--- src/shared/retry_pkg.sv ---
// Purpose: shared constants, tables and state type of the fault retry and warning logic
// Assumes: 40 MHz system clock, millisecond base tick for all long timers
// Notes: field decode tables are indexed by the three-bit configuration fields

package retry_pkg;

  // ==========================================================================
  // timing
  localparam int CLK_PERIOD_NS = 25;
  localparam int TICK_TIME_NS = 1000000;
  localparam int TICK_CYCLES = (TICK_TIME_NS + CLK_PERIOD_NS - 1) / CLK_PERIOD_NS;
  localparam int MS_PER_S = 1000;
  localparam int TIMER_W = 16;

  // ==========================================================================
  // field decode tables
  localparam int FIELD_W = 3;
  localparam int FIELD_N = 8;
  localparam int RETRY_W = 6;
  localparam logic [RETRY_W-1:0] RETRY_LIMIT [FIELD_N] = '{
    6'h00, 6'h01, 6'h02, 6'h03, 6'h04, 6'h08, 6'h10, 6'h20};
  localparam logic [TIMER_W-1:0] COOLDOWN_MS [FIELD_N] = '{
    16'h0000, 16'(1 * MS_PER_S), 16'(2 * MS_PER_S), 16'(4 * MS_PER_S),
    16'(8 * MS_PER_S), 16'(16 * MS_PER_S), 16'(32 * MS_PER_S), 16'(64 * MS_PER_S)};
  localparam logic [TIMER_W-1:0] DEGLITCH_MS [FIELD_N] = '{
    16'h0000, 16'h000A, 16'h0014, 16'h0032, 16'h0064, 16'h00C8, 16'h01F4, 16'h03E8};

  // ==========================================================================
  // retry-class fault bits and fault status layout
  localparam int RETRY_FAULTS = 5;
  localparam int F_OUTPUT_UNDERVOLTAGE = 0;
  localparam int F_POWERUP_WATCHDOG = 1;
  localparam int F_OVERCURRENT = 2;
  localparam int F_SAFE_AREA_REGULATION = 3;
  localparam int F_SEVERE_OVERCURRENT = 4;
  localparam int F_UNSUCCESSFUL_RETRY = 5;
  localparam int F_MEMORY = 6;
  localparam int F_SWITCH_SHORT = 7;
  localparam int FAULT_W = 8;
  localparam logic [RETRY_FAULTS-1:0] SOC_ONLY = 5'h10;
  localparam logic [FAULT_W-1:0] FAULT_CLEAR = 8'h00;

  // ==========================================================================
  // warning bits
  localparam int W_GATE_VOLTAGE_LOW = 0;
  localparam int W_EXTERNAL_OVERTEMPERATURE = 1;
  localparam int W_DIE_THERMAL_SHUTDOWN = 2;
  localparam int W_INPUT_UNDERVOLTAGE = 3;
  localparam int W_INPUT_OVERVOLTAGE = 4;
  localparam int W_OUTPUT_OVERVOLTAGE = 5;
  localparam int W_OUTPUT_UNDERVOLTAGE = 6;
  localparam int W_SAFE_AREA_REGULATION = 7;
  localparam int W_OUTPUT_UNDERCURRENT = 8;
  localparam int W_OUTPUT_OVERCURRENT_WARNING = 9;
  localparam int W_NEGATIVE_CURRENT = 10;
  localparam int W_INPUT_OVERPOWER = 11;
  localparam int W_COMMUNICATION_WARNING = 12;
  localparam int WARN_N = 13;

  // ==========================================================================
  // controller states
  typedef enum logic [3:0] {
    por_init_state,
    switch_check_state,
    standby_state,
    initial_safe_area_regulation_state,
    on_state,
    current_regulation_state,
    fault_state,
    latch_off_state,
    memory_fault_state
  } ctrl_state_t;

endpackage

--- src/verilog/ms_timer.sv ---
// Purpose: down-counting timer on a slow tick, with load, cancel and a done pulse
// Assumes: tick_i is a one-cycle enable pulse
// Notes: a load with count zero gives done on the next cycle

`timescale 1ns/10ps

module ms_timer #(
  parameter int W = retry_pkg::TIMER_W
) (
  input wire logic sys_clk_i,
  input wire logic sys_rst_i,
  input wire logic tick_i,
  input wire logic load_i,
  input wire logic cancel_i,
  input wire logic [W-1:0] count_i,
  output logic busy_o,
  output logic done_o
);
  import retry_pkg::*;

  logic [W-1:0] remaining;

  always_ff @(posedge sys_clk_i) begin
    if (sys_rst_i || cancel_i) begin
      remaining <= '0;
      busy_o <= 1'b0;
      done_o <= 1'b0;
    end else if (load_i) begin
      remaining <= count_i;
      busy_o <= (count_i != '0);
      done_o <= (count_i == '0);
    end else if (busy_o && tick_i) begin
      remaining <= remaining - W'(1);
      busy_o <= (remaining != W'(1));
      done_o <= (remaining == W'(1));
    end else begin
      done_o <= 1'b0;
    end
  end

endmodule

--- src/verilog/fault_retry_latchoff_warning_logic.sv ---
// Purpose: retry, cool-down, latch-off and sticky warning control of a hot-swap controller
// Assumes: fault and warning conditions arrive already detected, synchronous to sys_clk_i
// Notes: open-drain pins appear as a value and an active-low output enable
//
// How it works
// - only the five retry-class faults lead to an automatic re-attempt
// - three-bit field sets 0 to 32 attempts; zero latches off at first fault unless all masks are zero
// - counter disabled means unlimited re-attempts
// - cool-down of 0 to 64 s from a three-bit field precedes each re-attempt
// - during cool-down stay in fault, ignore clear command and enable toggling
// - per-fault mask bit turns the cool-down on or off for that fault
// - count field and masks all zero: unlimited re-attempts, no cool-down
// - retry-OK deglitch timer starts on entering on state after a re-attempt
// - deglitch expiry with no fault reloads the attempt counter
// - attempts exhausted raises unsuccessful-retry fault and latches off
// - fast-recovery enable skips cool-down after a severe overcurrent
// - fast recovery with low drain-source voltage enables strong gate pull-up
// - fast-recovery attempts are bounded by the attempt counter too
// - latch-off keeps switch off and freezes pins and status, except the memory-fault and communication-warning bits
// - memory fault or switch short latches off immediately
// - power cycle leaves latch-off and restarts from power-on init
// - clear command or enable falling edge leaves ordinary latch-off only
// - that exit releases pins, clears status, continues at switch check
// - warnings never stop the switch; only enabled warnings set status
// - warning pin of chosen polarity and alert summary from masked bits
// - warning status is sticky until clear, restart or power cycle
// - each warning is evaluated only in its listed operating states
// - each re-attempt decrements the counter unless re-attempts are unlimited; a fault at zero raises unsuccessful retry

`timescale 1ns/10ps

module fault_retry_latchoff_warning_logic #(
  parameter int TICK_CYCLES = retry_pkg::TICK_CYCLES
) (
  input wire logic sys_clk_i,
  input wire logic sys_rst_i,
  input wire logic [retry_pkg::FIELD_W-1:0] retry_counter_field_i,
  input wire logic retry_counter_disable_i,
  input wire logic [retry_pkg::FIELD_W-1:0] cooldown_time_field_i,
  input wire logic [retry_pkg::FIELD_W-1:0] retry_ok_deglitch_field_i,
  input wire logic [retry_pkg::RETRY_FAULTS-1:0] retry_mask_i,
  input wire logic gate_fast_recovery_enable_i,
  input wire logic clear_faults_i,
  input wire logic controller_restart_i,
  input wire logic enable_pin_i,
  input wire logic enable_is_pin_cfg_i,
  input wire logic [retry_pkg::RETRY_FAULTS-1:0] retry_fault_event_i,
  input wire logic mem_fault_i,
  input wire logic switch_short_i,
  input wire logic switch_check_ok_i,
  input wire logic power_request_i,
  input wire logic fully_enhanced_i,
  input wire logic regulating_i,
  input wire logic vds_low_i,
  input wire logic [retry_pkg::WARN_N-1:0] warning_enable_i,
  input wire logic [retry_pkg::WARN_N-1:0] warning_condition_i,
  input wire logic [retry_pkg::WARN_N-1:0] warning_mask_i,
  input wire logic [retry_pkg::FAULT_W-1:0] fault_alert_mask_i,
  input wire logic warning_polarity_high_i,
  input wire logic [1:0] alert_source_i,
  output logic switch_on_o,
  output logic strong_pullup_o,
  output logic power_good_pin_o,
  output logic fault_pin_o,
  output logic warning_output_pin_o,
  output logic warning_output_pin_oe_n_o,
  output logic alert_pin_o,
  output logic alert_pin_oe_n_o,
  output logic [retry_pkg::FAULT_W-1:0] fault_status_o,
  output logic [retry_pkg::WARN_N-1:0] warning_status_o,
  output logic [retry_pkg::RETRY_W-1:0] retries_left_o,
  output logic cooldown_active_o
);
  import retry_pkg::*;

  localparam int TICK_W = $clog2(TICK_CYCLES + 1);

  // ==========================================================================
  // operating-state activity of each warning
  function automatic logic warn_active(input ctrl_state_t st, input int idx);
    logic std_set;
    logic run_set;
    std_set = (st == standby_state) || (st == initial_safe_area_regulation_state) || (st == on_state) ||
              (st == current_regulation_state) || (st == fault_state);
    run_set = (st == on_state) || (st == current_regulation_state);
    case (idx)
      W_GATE_VOLTAGE_LOW: warn_active = (st == on_state);
      W_EXTERNAL_OVERTEMPERATURE, W_DIE_THERMAL_SHUTDOWN, W_INPUT_UNDERVOLTAGE,
      W_INPUT_OVERVOLTAGE, W_OUTPUT_OVERVOLTAGE: warn_active = std_set;
      W_INPUT_OVERPOWER: warn_active = run_set || (st == initial_safe_area_regulation_state);
      W_COMMUNICATION_WARNING: warn_active = std_set || (st == latch_off_state) || (st == memory_fault_state);
      default: warn_active = run_set;
    endcase
  endfunction

  ctrl_state_t state;
  logic [TICK_W-1:0] tick_cnt;
  logic tick;
  logic enable_prev;
  logic latch_prev;
  logic retried;
  logic cd_busy;
  logic cd_done;
  logic dg_done;

  // ==========================================================================
  // decisions
  logic in_run;
  logic in_latch;
  logic fault_hit;
  logic no_limit;
  logic exhausted;
  logic cd_need;
  logic en_fall;
  logic clear_ok;
  logic leave_latch;
  logic enter_soa;
  logic enter_on;
  logic quiet;
  logic [RETRY_FAULTS-1:0] soc_skip;
  logic warn_any;
  logic [RETRY_W-1:0] limit;

  assign limit = RETRY_LIMIT[retry_counter_field_i];
  assign in_run = (state == initial_safe_area_regulation_state) || (state == on_state) ||
                  (state == current_regulation_state);
  assign in_latch = (state == latch_off_state) || (state == memory_fault_state);
  assign fault_hit = in_run && (retry_fault_event_i != '0);
  assign no_limit = retry_counter_disable_i || ((limit == '0) && (retry_mask_i == '0));
  assign exhausted = !no_limit && (retries_left_o == '0);
  assign soc_skip = gate_fast_recovery_enable_i ? SOC_ONLY : '0;
  assign cd_need = (retry_fault_event_i & retry_mask_i & ~soc_skip) != '0;
  assign en_fall = enable_is_pin_cfg_i && enable_prev && !enable_pin_i;
  assign clear_ok = clear_faults_i && (state != fault_state);
  assign leave_latch = (state == latch_off_state) && (clear_faults_i || en_fall);
  assign enter_soa = (state == standby_state) && power_request_i;
  assign enter_on = (state == initial_safe_area_regulation_state) && fully_enhanced_i && !fault_hit;
  assign quiet = !controller_restart_i && !mem_fault_i && !switch_short_i;
  assign warn_any = (warning_status_o & warning_mask_i) != '0;

  // ==========================================================================
  // millisecond tick
  always_ff @(posedge sys_clk_i) begin
    if (sys_rst_i || tick_cnt == TICK_W'(TICK_CYCLES - 1)) begin
      tick_cnt <= '0;
    end else begin
      tick_cnt <= tick_cnt + TICK_W'(1);
    end
  end

  always_ff @(posedge sys_clk_i) begin
    if (sys_rst_i) begin
      tick <= 1'b0;
      enable_prev <= 1'b0;
      latch_prev <= 1'b0;
    end else begin
      tick <= (tick_cnt == TICK_W'(TICK_CYCLES - 1));
      enable_prev <= enable_pin_i;
      latch_prev <= in_latch;
    end
  end

  ms_timer #(.W(TIMER_W)) cooldown_timer (
    .sys_clk_i(sys_clk_i),
    .sys_rst_i(sys_rst_i),
    .tick_i(tick),
    .load_i(fault_hit && !exhausted),
    .cancel_i(controller_restart_i),
    .count_i(cd_need ? COOLDOWN_MS[cooldown_time_field_i] : '0),
    .busy_o(cd_busy),
    .done_o(cd_done)
  );

  ms_timer #(.W(TIMER_W)) deglitch_timer (
    .sys_clk_i(sys_clk_i),
    .sys_rst_i(sys_rst_i),
    .tick_i(tick),
    .load_i(enter_on && retried),
    .cancel_i(fault_hit || controller_restart_i),
    .count_i(DEGLITCH_MS[retry_ok_deglitch_field_i]),
    .busy_o(),
    .done_o(dg_done)
  );

  // ==========================================================================
  // controller state
  always_ff @(posedge sys_clk_i) begin
    if (sys_rst_i || controller_restart_i) begin
      state <= por_init_state;
    end else if (mem_fault_i && state != memory_fault_state) begin
      state <= memory_fault_state;
    end else if (switch_short_i && !in_latch) begin
      state <= latch_off_state;
    end else if (fault_hit) begin
      state <= exhausted ? latch_off_state : fault_state;
    end else begin
      case (state)
        por_init_state: state <= switch_check_state;
        switch_check_state: if (switch_check_ok_i) state <= standby_state;
        standby_state: if (power_request_i) state <= initial_safe_area_regulation_state;
        initial_safe_area_regulation_state: if (fully_enhanced_i) state <= on_state;
        on_state: if (regulating_i) state <= current_regulation_state;
        current_regulation_state: if (!regulating_i) state <= on_state;
        fault_state: if (cd_done) state <= standby_state;
        latch_off_state: if (leave_latch) state <= switch_check_state;
        memory_fault_state: state <= memory_fault_state;
        default: state <= por_init_state;
      endcase
    end
  end

  // ==========================================================================
  // attempt counter
  always_ff @(posedge sys_clk_i) begin
    if (sys_rst_i) begin
      retries_left_o <= '0;
      retried <= 1'b0;
    end else if (fault_hit) begin
      retried <= !exhausted;
      if (!exhausted && !no_limit) retries_left_o <= retries_left_o - RETRY_W'(1);
    end else if (state == por_init_state || leave_latch || dg_done) begin
      retries_left_o <= limit;
      retried <= 1'b0;
    end
  end

  // ==========================================================================
  // switch drive; warnings have no path to it
  always_ff @(posedge sys_clk_i) begin
    if (sys_rst_i) begin
      switch_on_o <= 1'b0;
      strong_pullup_o <= 1'b0;
      cooldown_active_o <= 1'b0;
    end else begin
      switch_on_o <= (in_run || enter_soa) && !fault_hit && quiet;
      cooldown_active_o <= cd_busy;
      if (enter_soa && quiet) begin
        strong_pullup_o <= gate_fast_recovery_enable_i && vds_low_i;
      end else if (state != initial_safe_area_regulation_state || fully_enhanced_i || fault_hit || !quiet) begin
        strong_pullup_o <= 1'b0;
      end
    end
  end

  // ==========================================================================
  // fault status, frozen while latched off except for the memory-fault bit
  always_ff @(posedge sys_clk_i) begin
    if (sys_rst_i || controller_restart_i) begin
      fault_status_o <= FAULT_CLEAR;
    end else if (in_latch) begin
      if (leave_latch) fault_status_o <= FAULT_CLEAR;
      if (mem_fault_i) fault_status_o[F_MEMORY] <= 1'b1;
    end else begin
      fault_status_o <= (clear_ok ? FAULT_CLEAR : fault_status_o) |
        {switch_short_i, mem_fault_i, fault_hit && exhausted,
         in_run ? retry_fault_event_i : RETRY_FAULTS'(0)};
    end
  end

  // ==========================================================================
  // sticky warning status
  genvar gi;
  generate
    for (gi = 0; gi < WARN_N; gi++) begin : g_warn
      logic set_w;
      assign set_w = warning_enable_i[gi] && warning_condition_i[gi] && warn_active(state, gi);
      always_ff @(posedge sys_clk_i) begin
        if (sys_rst_i || controller_restart_i) begin
          warning_status_o[gi] <= 1'b0;
        end else if (in_latch && gi != W_COMMUNICATION_WARNING) begin
          if (leave_latch) warning_status_o[gi] <= 1'b0;
        end else begin
          warning_status_o[gi] <= ((clear_ok || leave_latch) ? 1'b0 : warning_status_o[gi]) | set_w;
        end
      end
    end
  endgenerate

  // ==========================================================================
  // status pins; one update on the first latched cycle, then frozen
  always_ff @(posedge sys_clk_i) begin
    if (sys_rst_i || leave_latch) begin
      power_good_pin_o <= 1'b0;
      fault_pin_o <= 1'b0;
      warning_output_pin_o <= 1'b0;
      warning_output_pin_oe_n_o <= 1'b1;
      alert_pin_o <= 1'b0;
      alert_pin_oe_n_o <= 1'b1;
    end else if (!(in_latch && latch_prev)) begin
      power_good_pin_o <= (state == on_state) || (state == current_regulation_state);
      fault_pin_o <= fault_status_o != FAULT_CLEAR;
      warning_output_pin_oe_n_o <= warning_polarity_high_i ? warn_any : !warn_any;
      alert_pin_oe_n_o <= !((alert_source_i[0] && (fault_status_o & fault_alert_mask_i) != FAULT_CLEAR) ||
                            (alert_source_i[1] && warn_any));
    end
  end

  // ==========================================================================
  // checks
  latch_switch_off_a: assert property (@(posedge sys_clk_i) disable iff (sys_rst_i)
    in_latch |-> !switch_on_o) else $error("switch on while latched off");

  ur_latch_a: assert property (@(posedge sys_clk_i) disable iff (sys_rst_i)
    fault_hit && exhausted && quiet |=> state == latch_off_state && fault_status_o[F_UNSUCCESSFUL_RETRY])
    else $error("exhausted attempts did not latch off");

  init_load_a: assert property (@(posedge sys_clk_i) disable iff (sys_rst_i)
    state == por_init_state |=> retries_left_o == RETRY_LIMIT[$past(retry_counter_field_i)])
    else $error("attempt counter not loaded from field");

  decrement_a: assert property (@(posedge sys_clk_i) disable iff (sys_rst_i)
    fault_hit && !exhausted && !no_limit |=> retries_left_o == $past(retries_left_o) - RETRY_W'(1))
    else $error("attempt counter not decremented");

  unlimited_retry_a: assert property (@(posedge sys_clk_i) disable iff (sys_rst_i)
    fault_hit && no_limit && quiet |=> state == fault_state) else $error("unlimited retry latched off");

  cooldown_hold_a: assert property (@(posedge sys_clk_i) disable iff (sys_rst_i)
    state == fault_state && cd_busy && (clear_faults_i || en_fall) && quiet |=>
      state == fault_state && $stable(fault_status_o)) else $error("cool-down left on clear or enable");

  skip_cooldown_a: assert property (@(posedge sys_clk_i) disable iff (sys_rst_i)
    fault_hit && !exhausted && !cd_need && quiet ##1 quiet |=> state == standby_state)
    else $error("cool-down not skipped");

  soc_fast_a: assert property (@(posedge sys_clk_i) disable iff (sys_rst_i)
    fault_hit && !exhausted && gate_fast_recovery_enable_i && retry_fault_event_i == SOC_ONLY && quiet
      ##1 quiet |=> state == standby_state) else $error("fast recovery waited for cool-down");

  pullup_a: assert property (@(posedge sys_clk_i) disable iff (sys_rst_i)
    enter_soa && gate_fast_recovery_enable_i && vds_low_i && quiet |=>
      strong_pullup_o && state == initial_safe_area_regulation_state) else $error("strong pull-up missing");

  pin_freeze_a: assert property (@(posedge sys_clk_i) disable iff (sys_rst_i)
    in_latch && latch_prev && !leave_latch && !controller_restart_i |=>
      $stable(fault_pin_o) && $stable(power_good_pin_o) && $stable(fault_status_o))
    else $error("status moved while latched off");

  leave_latch_a: assert property (@(posedge sys_clk_i) disable iff (sys_rst_i)
    leave_latch && quiet |=> state == switch_check_state && fault_status_o == FAULT_CLEAR && !fault_pin_o)
    else $error("latch-off exit incomplete");

  mem_stays_a: assert property (@(posedge sys_clk_i) disable iff (sys_rst_i)
    state == memory_fault_state && !controller_restart_i |=> state == memory_fault_state)
    else $error("memory fault state left");

  mem_latch_a: assert property (@(posedge sys_clk_i) disable iff (sys_rst_i)
    mem_fault_i && !controller_restart_i |=> state == memory_fault_state) else $error("memory fault not latched");

  gate_warn_gate_a: assert property (@(posedge sys_clk_i) disable iff (sys_rst_i)
    !warning_status_o[W_GATE_VOLTAGE_LOW] && state != on_state |=> !warning_status_o[W_GATE_VOLTAGE_LOW])
    else $error("gate warning set outside on state");

  reload_a: assert property (@(posedge sys_clk_i) disable iff (sys_rst_i)
    dg_done && !fault_hit && !leave_latch && state != por_init_state |=> retries_left_o == $past(limit))
    else $error("attempt counter not restored");

  ur_cover: cover property (@(posedge sys_clk_i) disable iff (sys_rst_i) fault_hit && exhausted);
  exit_cover: cover property (@(posedge sys_clk_i) disable iff (sys_rst_i) leave_latch);
  retry_cover: cover property (@(posedge sys_clk_i) disable iff (sys_rst_i) state == fault_state && cd_done);
  reload_cover: cover property (@(posedge sys_clk_i) disable iff (sys_rst_i) dg_done);

endmodule

--- config.mk ---
export PLATFORM = sky130hd
export DESIGN_NAME = fault_retry_latchoff_warning_logic
export DESIGN_NICKNAME = d
export VERILOG_FILES = /design/src/shared/retry_pkg.sv /design/src/verilog/ms_timer.sv /design/src/verilog/fault_retry_latchoff_warning_logic.sv
export SDC_FILE = /design/constraint.sdc
export NUM_CORES = 1
export LEC_CHECK = 0
export ABC_AREA = 1
export BUFFER_PORTS_ARGS = -buffer_cell sky130_fd_sc_hd__buf_2
export CAP_MARGIN = 30
export CORE_MARGIN = 1
export CORE_UTILIZATION = 50
export CTS_CLUSTER_SIZE = 25
export DETAILED_ROUTE_END_ITERATION = 10
export PLACE_DENSITY_LB_ADDON = 0.2
export SLEW_MARGIN = 20
export SYNTH_ARGS = -nofsm -noshare
export SYNTH_HDL_FRONTEND = slang
export SYNTH_SLANG_ARGS = --single-unit
--- constraint.sdc ---
create_clock -name sys_clk_i -period 1.4 [get_ports sys_clk_i]
set_input_delay 0 -clock sys_clk_i [delete_from_list [all_inputs] [get_ports sys_clk_i]]
set_output_delay 0 -clock sys_clk_i [all_outputs]
set_load 0.1 [all_outputs]
==> results.json <==
{
  "vias_per_cell": 5.359,
  "tns_ns": -4.369,
  "fin_area_sq_mm": 0.008726,
  "port-buffer-count": 117,
  "cts_buffers": 9,
  "vdd_ir_drop_max_mv": 0.6532,
  "vias": 6897,
  "dpl.hpwl_mm": 12.15,
  "multi_input_area_sq_mm": 0.003772,
  "yosysWarnings": 0,
  "clockBufferDepth": 2,
  "grt_usage_pct": 30.43,
  "insertion_delay_ns": 0.39,
  "relSlewSlack_pct": 66.08,
  "hold_ws_ns": 0.009479,
  "leakagePower_nw": 4.215,
  "end_kind": "flop",
  "cts_tree": "yes",
  "die_w_microns": 106.9,
  "outcome": "complete, but fails checks",
  "detailedPlace.worstSlack_ns": -0.1665,
  "setup_viol": 62,
  "finalWirelength_mm": 18.74,
  "power_density_mw_per_mm2": 751.6,
  "place_congestion": 0.9394,
  "grt_max_degree": 29,
  "cts-root-buf": "clkbuf_8",
  "drc": 0,
  "dieArea_sq_mm": 0.01144,
  "startpoint_type": "flop",
  "wl_per_cell_microns": 14.56,
  "seqCellArea_sq_mm": 0.001954,
  "timing.final.ws_setup_ns": -0.1626,
  "io_pins": 120,
  "path_max_fanout": 5,
  "drv_cap": 0,
  "power.total_mw": 6.558,
  "layout-drive-gt1-share_pct": 39.27,
  "final_common_cell": "nand2_1",
  "worst_ep_required_time_ns": 1.69,
  "synthesis.area_sq_mm": 0.005507,
  "synthDistinctLibCells": 42,
  "synth_seq_area_share_pct": 34.17,
  "max_freq_mhz": 640.0,
  "path_clk_slew_ns": 0.10,
  "grt_setup_unrepaired": "yes",
  "skew_ns": 0.01235,
  "finalHoldViolCount": 0,
  "layout_min_cycle_time_ns": 1.563,
  "nFillCells": 646,
  "grt_pass1_vias": 6256,
  "synth.avg_cell_area_sq_um": 6.448,
  "crit_arrival_ns": 1.85,
  "drt_iter0_markers": 379,
  "grt_pass1_wl_mm": 27.64,
  "final_cell_mix": "nand2_1, buf_4, buf_2",
  "die_h_microns": 106.9,
  "post_dp_cell_area_sq_mm": 0.007241,
  "placementRows": 37,
  "slew_viol_final": 0,
  "violations": "negative setup slack",
  "h-tree-depth": 3,
  "drtPass1Iterations": 5,
  "crit_type": "flop to flop",
  "min_period_over_period_pct": 111.6,
  "initial_core_util_pct": 52.40,
  "hp-class": "input port to flop",
  "core_area_sq_mm": 0.01051,
  "cts.sinks": 94,
  "antenna_found_initial": 0,
  "fin_nets": 1244,
  "postRouteAntennaNets": 0,
  "synth_seq_cells": 94,
  "worst_slew_pin_slew_ns": 0.5124,
  "areaGrowthSynthToFinish_pct": 58.46,
  "gr-total-overflow": 0,
  "netlist_instances": 854,
  "antenna_cells": 0
}
logic make-up (layout without fill, tap and decap cells):
logic type / Yosys count / in the layout / share of synthesized area, %
and+or+nand+nor: 485 / 485 / 38.72
AOI/OAI and AO/OA: 120 / 120 / 11.63
buffers and inverters: 120 / 416 / 9.043
xor gates and xnor gates: 20 / 20 / 3.181
DFF: 94 / 94 / 34.17
adders and majority gates: 14 / 14 / 3.181
other: 1 / 2 / 0.06810
registers in the layout (all words and copies together) (netlist names), 4 cells and up:
name and cells:
deglitch_timer.remaining 16, cooldown_timer.remaining 16, fault_status_o 8, state 4, warning_status_o 13, tick_cnt 16
retries_left_o 6
path summary, 6_finish.rpt:
check                                                   from                           to  slack [ns]  cells after the start
worst min-delay path            retry_ok_deglitch_field_i[1]  deglitch_timer.remaining[7]       0.009                      5
worst max-delay path                                state[2]  deglitch_timer.remaining[4]       -0.16                     11
worst min register to register                   tick_cnt[0]                  tick_cnt[0]        0.45                      1
worst max register to register                      state[2]  deglitch_timer.remaining[4]       -0.16                     11
critical path: stages, from the launching register on:
cell	delay, ns
dfxtp_4	0.40
inv_4	0.05
nor2_4	0.10
nand2_2	0.09
nand2_4	0.10
nand2_8	0.09
buf_12	0.16
nand2_8	0.06
clkinvlp_4	0.15
buf_6	0.16
o21ai_2	0.05
a31oi_1	0.05
final cells by class:
class / instances / share of cell area, %
well taps: 136 / 1.950
clock buffers: 10 / 1.463
flip-flops and latches: 94 / 22.40
clock inverters: 6 / 1.047
repair buffers: 301 / 25.32
inverters: 99 / 4.588
multi-input cells: 641 / 43.23
cell usage after synthesis, drive strengths merged:
library cell    n  area (sq um)
xnor2           5         43.79
nor2b           1         6.260
or2             5         31.28
nor3           12         71.32
nor4            8         50.05
a22oi           1         7.510
o21ai          43         215.2
conb            1         3.750
o22ai           3         18.77
nand2         215         849.6
and2            1         6.260
a31oi           4         25.02
a21oi          59         295.3
a21boi          1         7.510
nor3b           3         22.52
dfxtp          94          1882
nor2          129         494.2
a22o            2         17.52
o21a            1         7.510
a311oi          1         8.760
nand3          81         405.4
o211ai          3         22.52
ha             14         175.2
nand4          24         150.1
a211oi          2         15.01
xor2           15         131.4
nand3b          6         45.04
clkinv          1         3.750
inv            98         370.3
buf            14         97.59
clkbuf          7         26.28
what timing repair did:
action	in CTS	in global routing
pin swaps	24	27
hold buffers	45	0
gates resized for setup	73	106
endpoints found under the setup margin	67	86
cloned	1	0
buffers inserted	11	9
hold endpoints to repair	31	0
metal layers:
| metal | part of all wire [%] | GRT usage, % | vias to the layer above | wire, microns |
|---|---|---|---|---|
| li1 | - | - | 3358 | - |
| met1 | 40 | 36.41 | 3165 | 7576 |
| met2 | 49 | 52.21 | 300 | 9173 |
| met3 | 6.4 | 4.742 | 74 | 1203 |
| met4 | 4.2 | 16.34 | 0 | 789 |
| met5 | 0 | 0 | - | 0 |
stage by stage:
step | instances | util (%)
5_1_grt | 1287 | 83.03
4_1_cts | 1279 | 78.65
3_3_place_gp | 1206 | 68.90
2_1_floorplan | 855 | -
6_report | 1287 | 83.03
3_5_place_dp | 1206 | 68.90
power breakdown:
group          internal [mW]  switching (mW)  total [mW]
registers               2.73          0.0616        2.79
clock network           1.02            1.06        2.08
logic                  0.681            1.01        1.69
No activity file was read; power rests on OpenSTA's default activity.
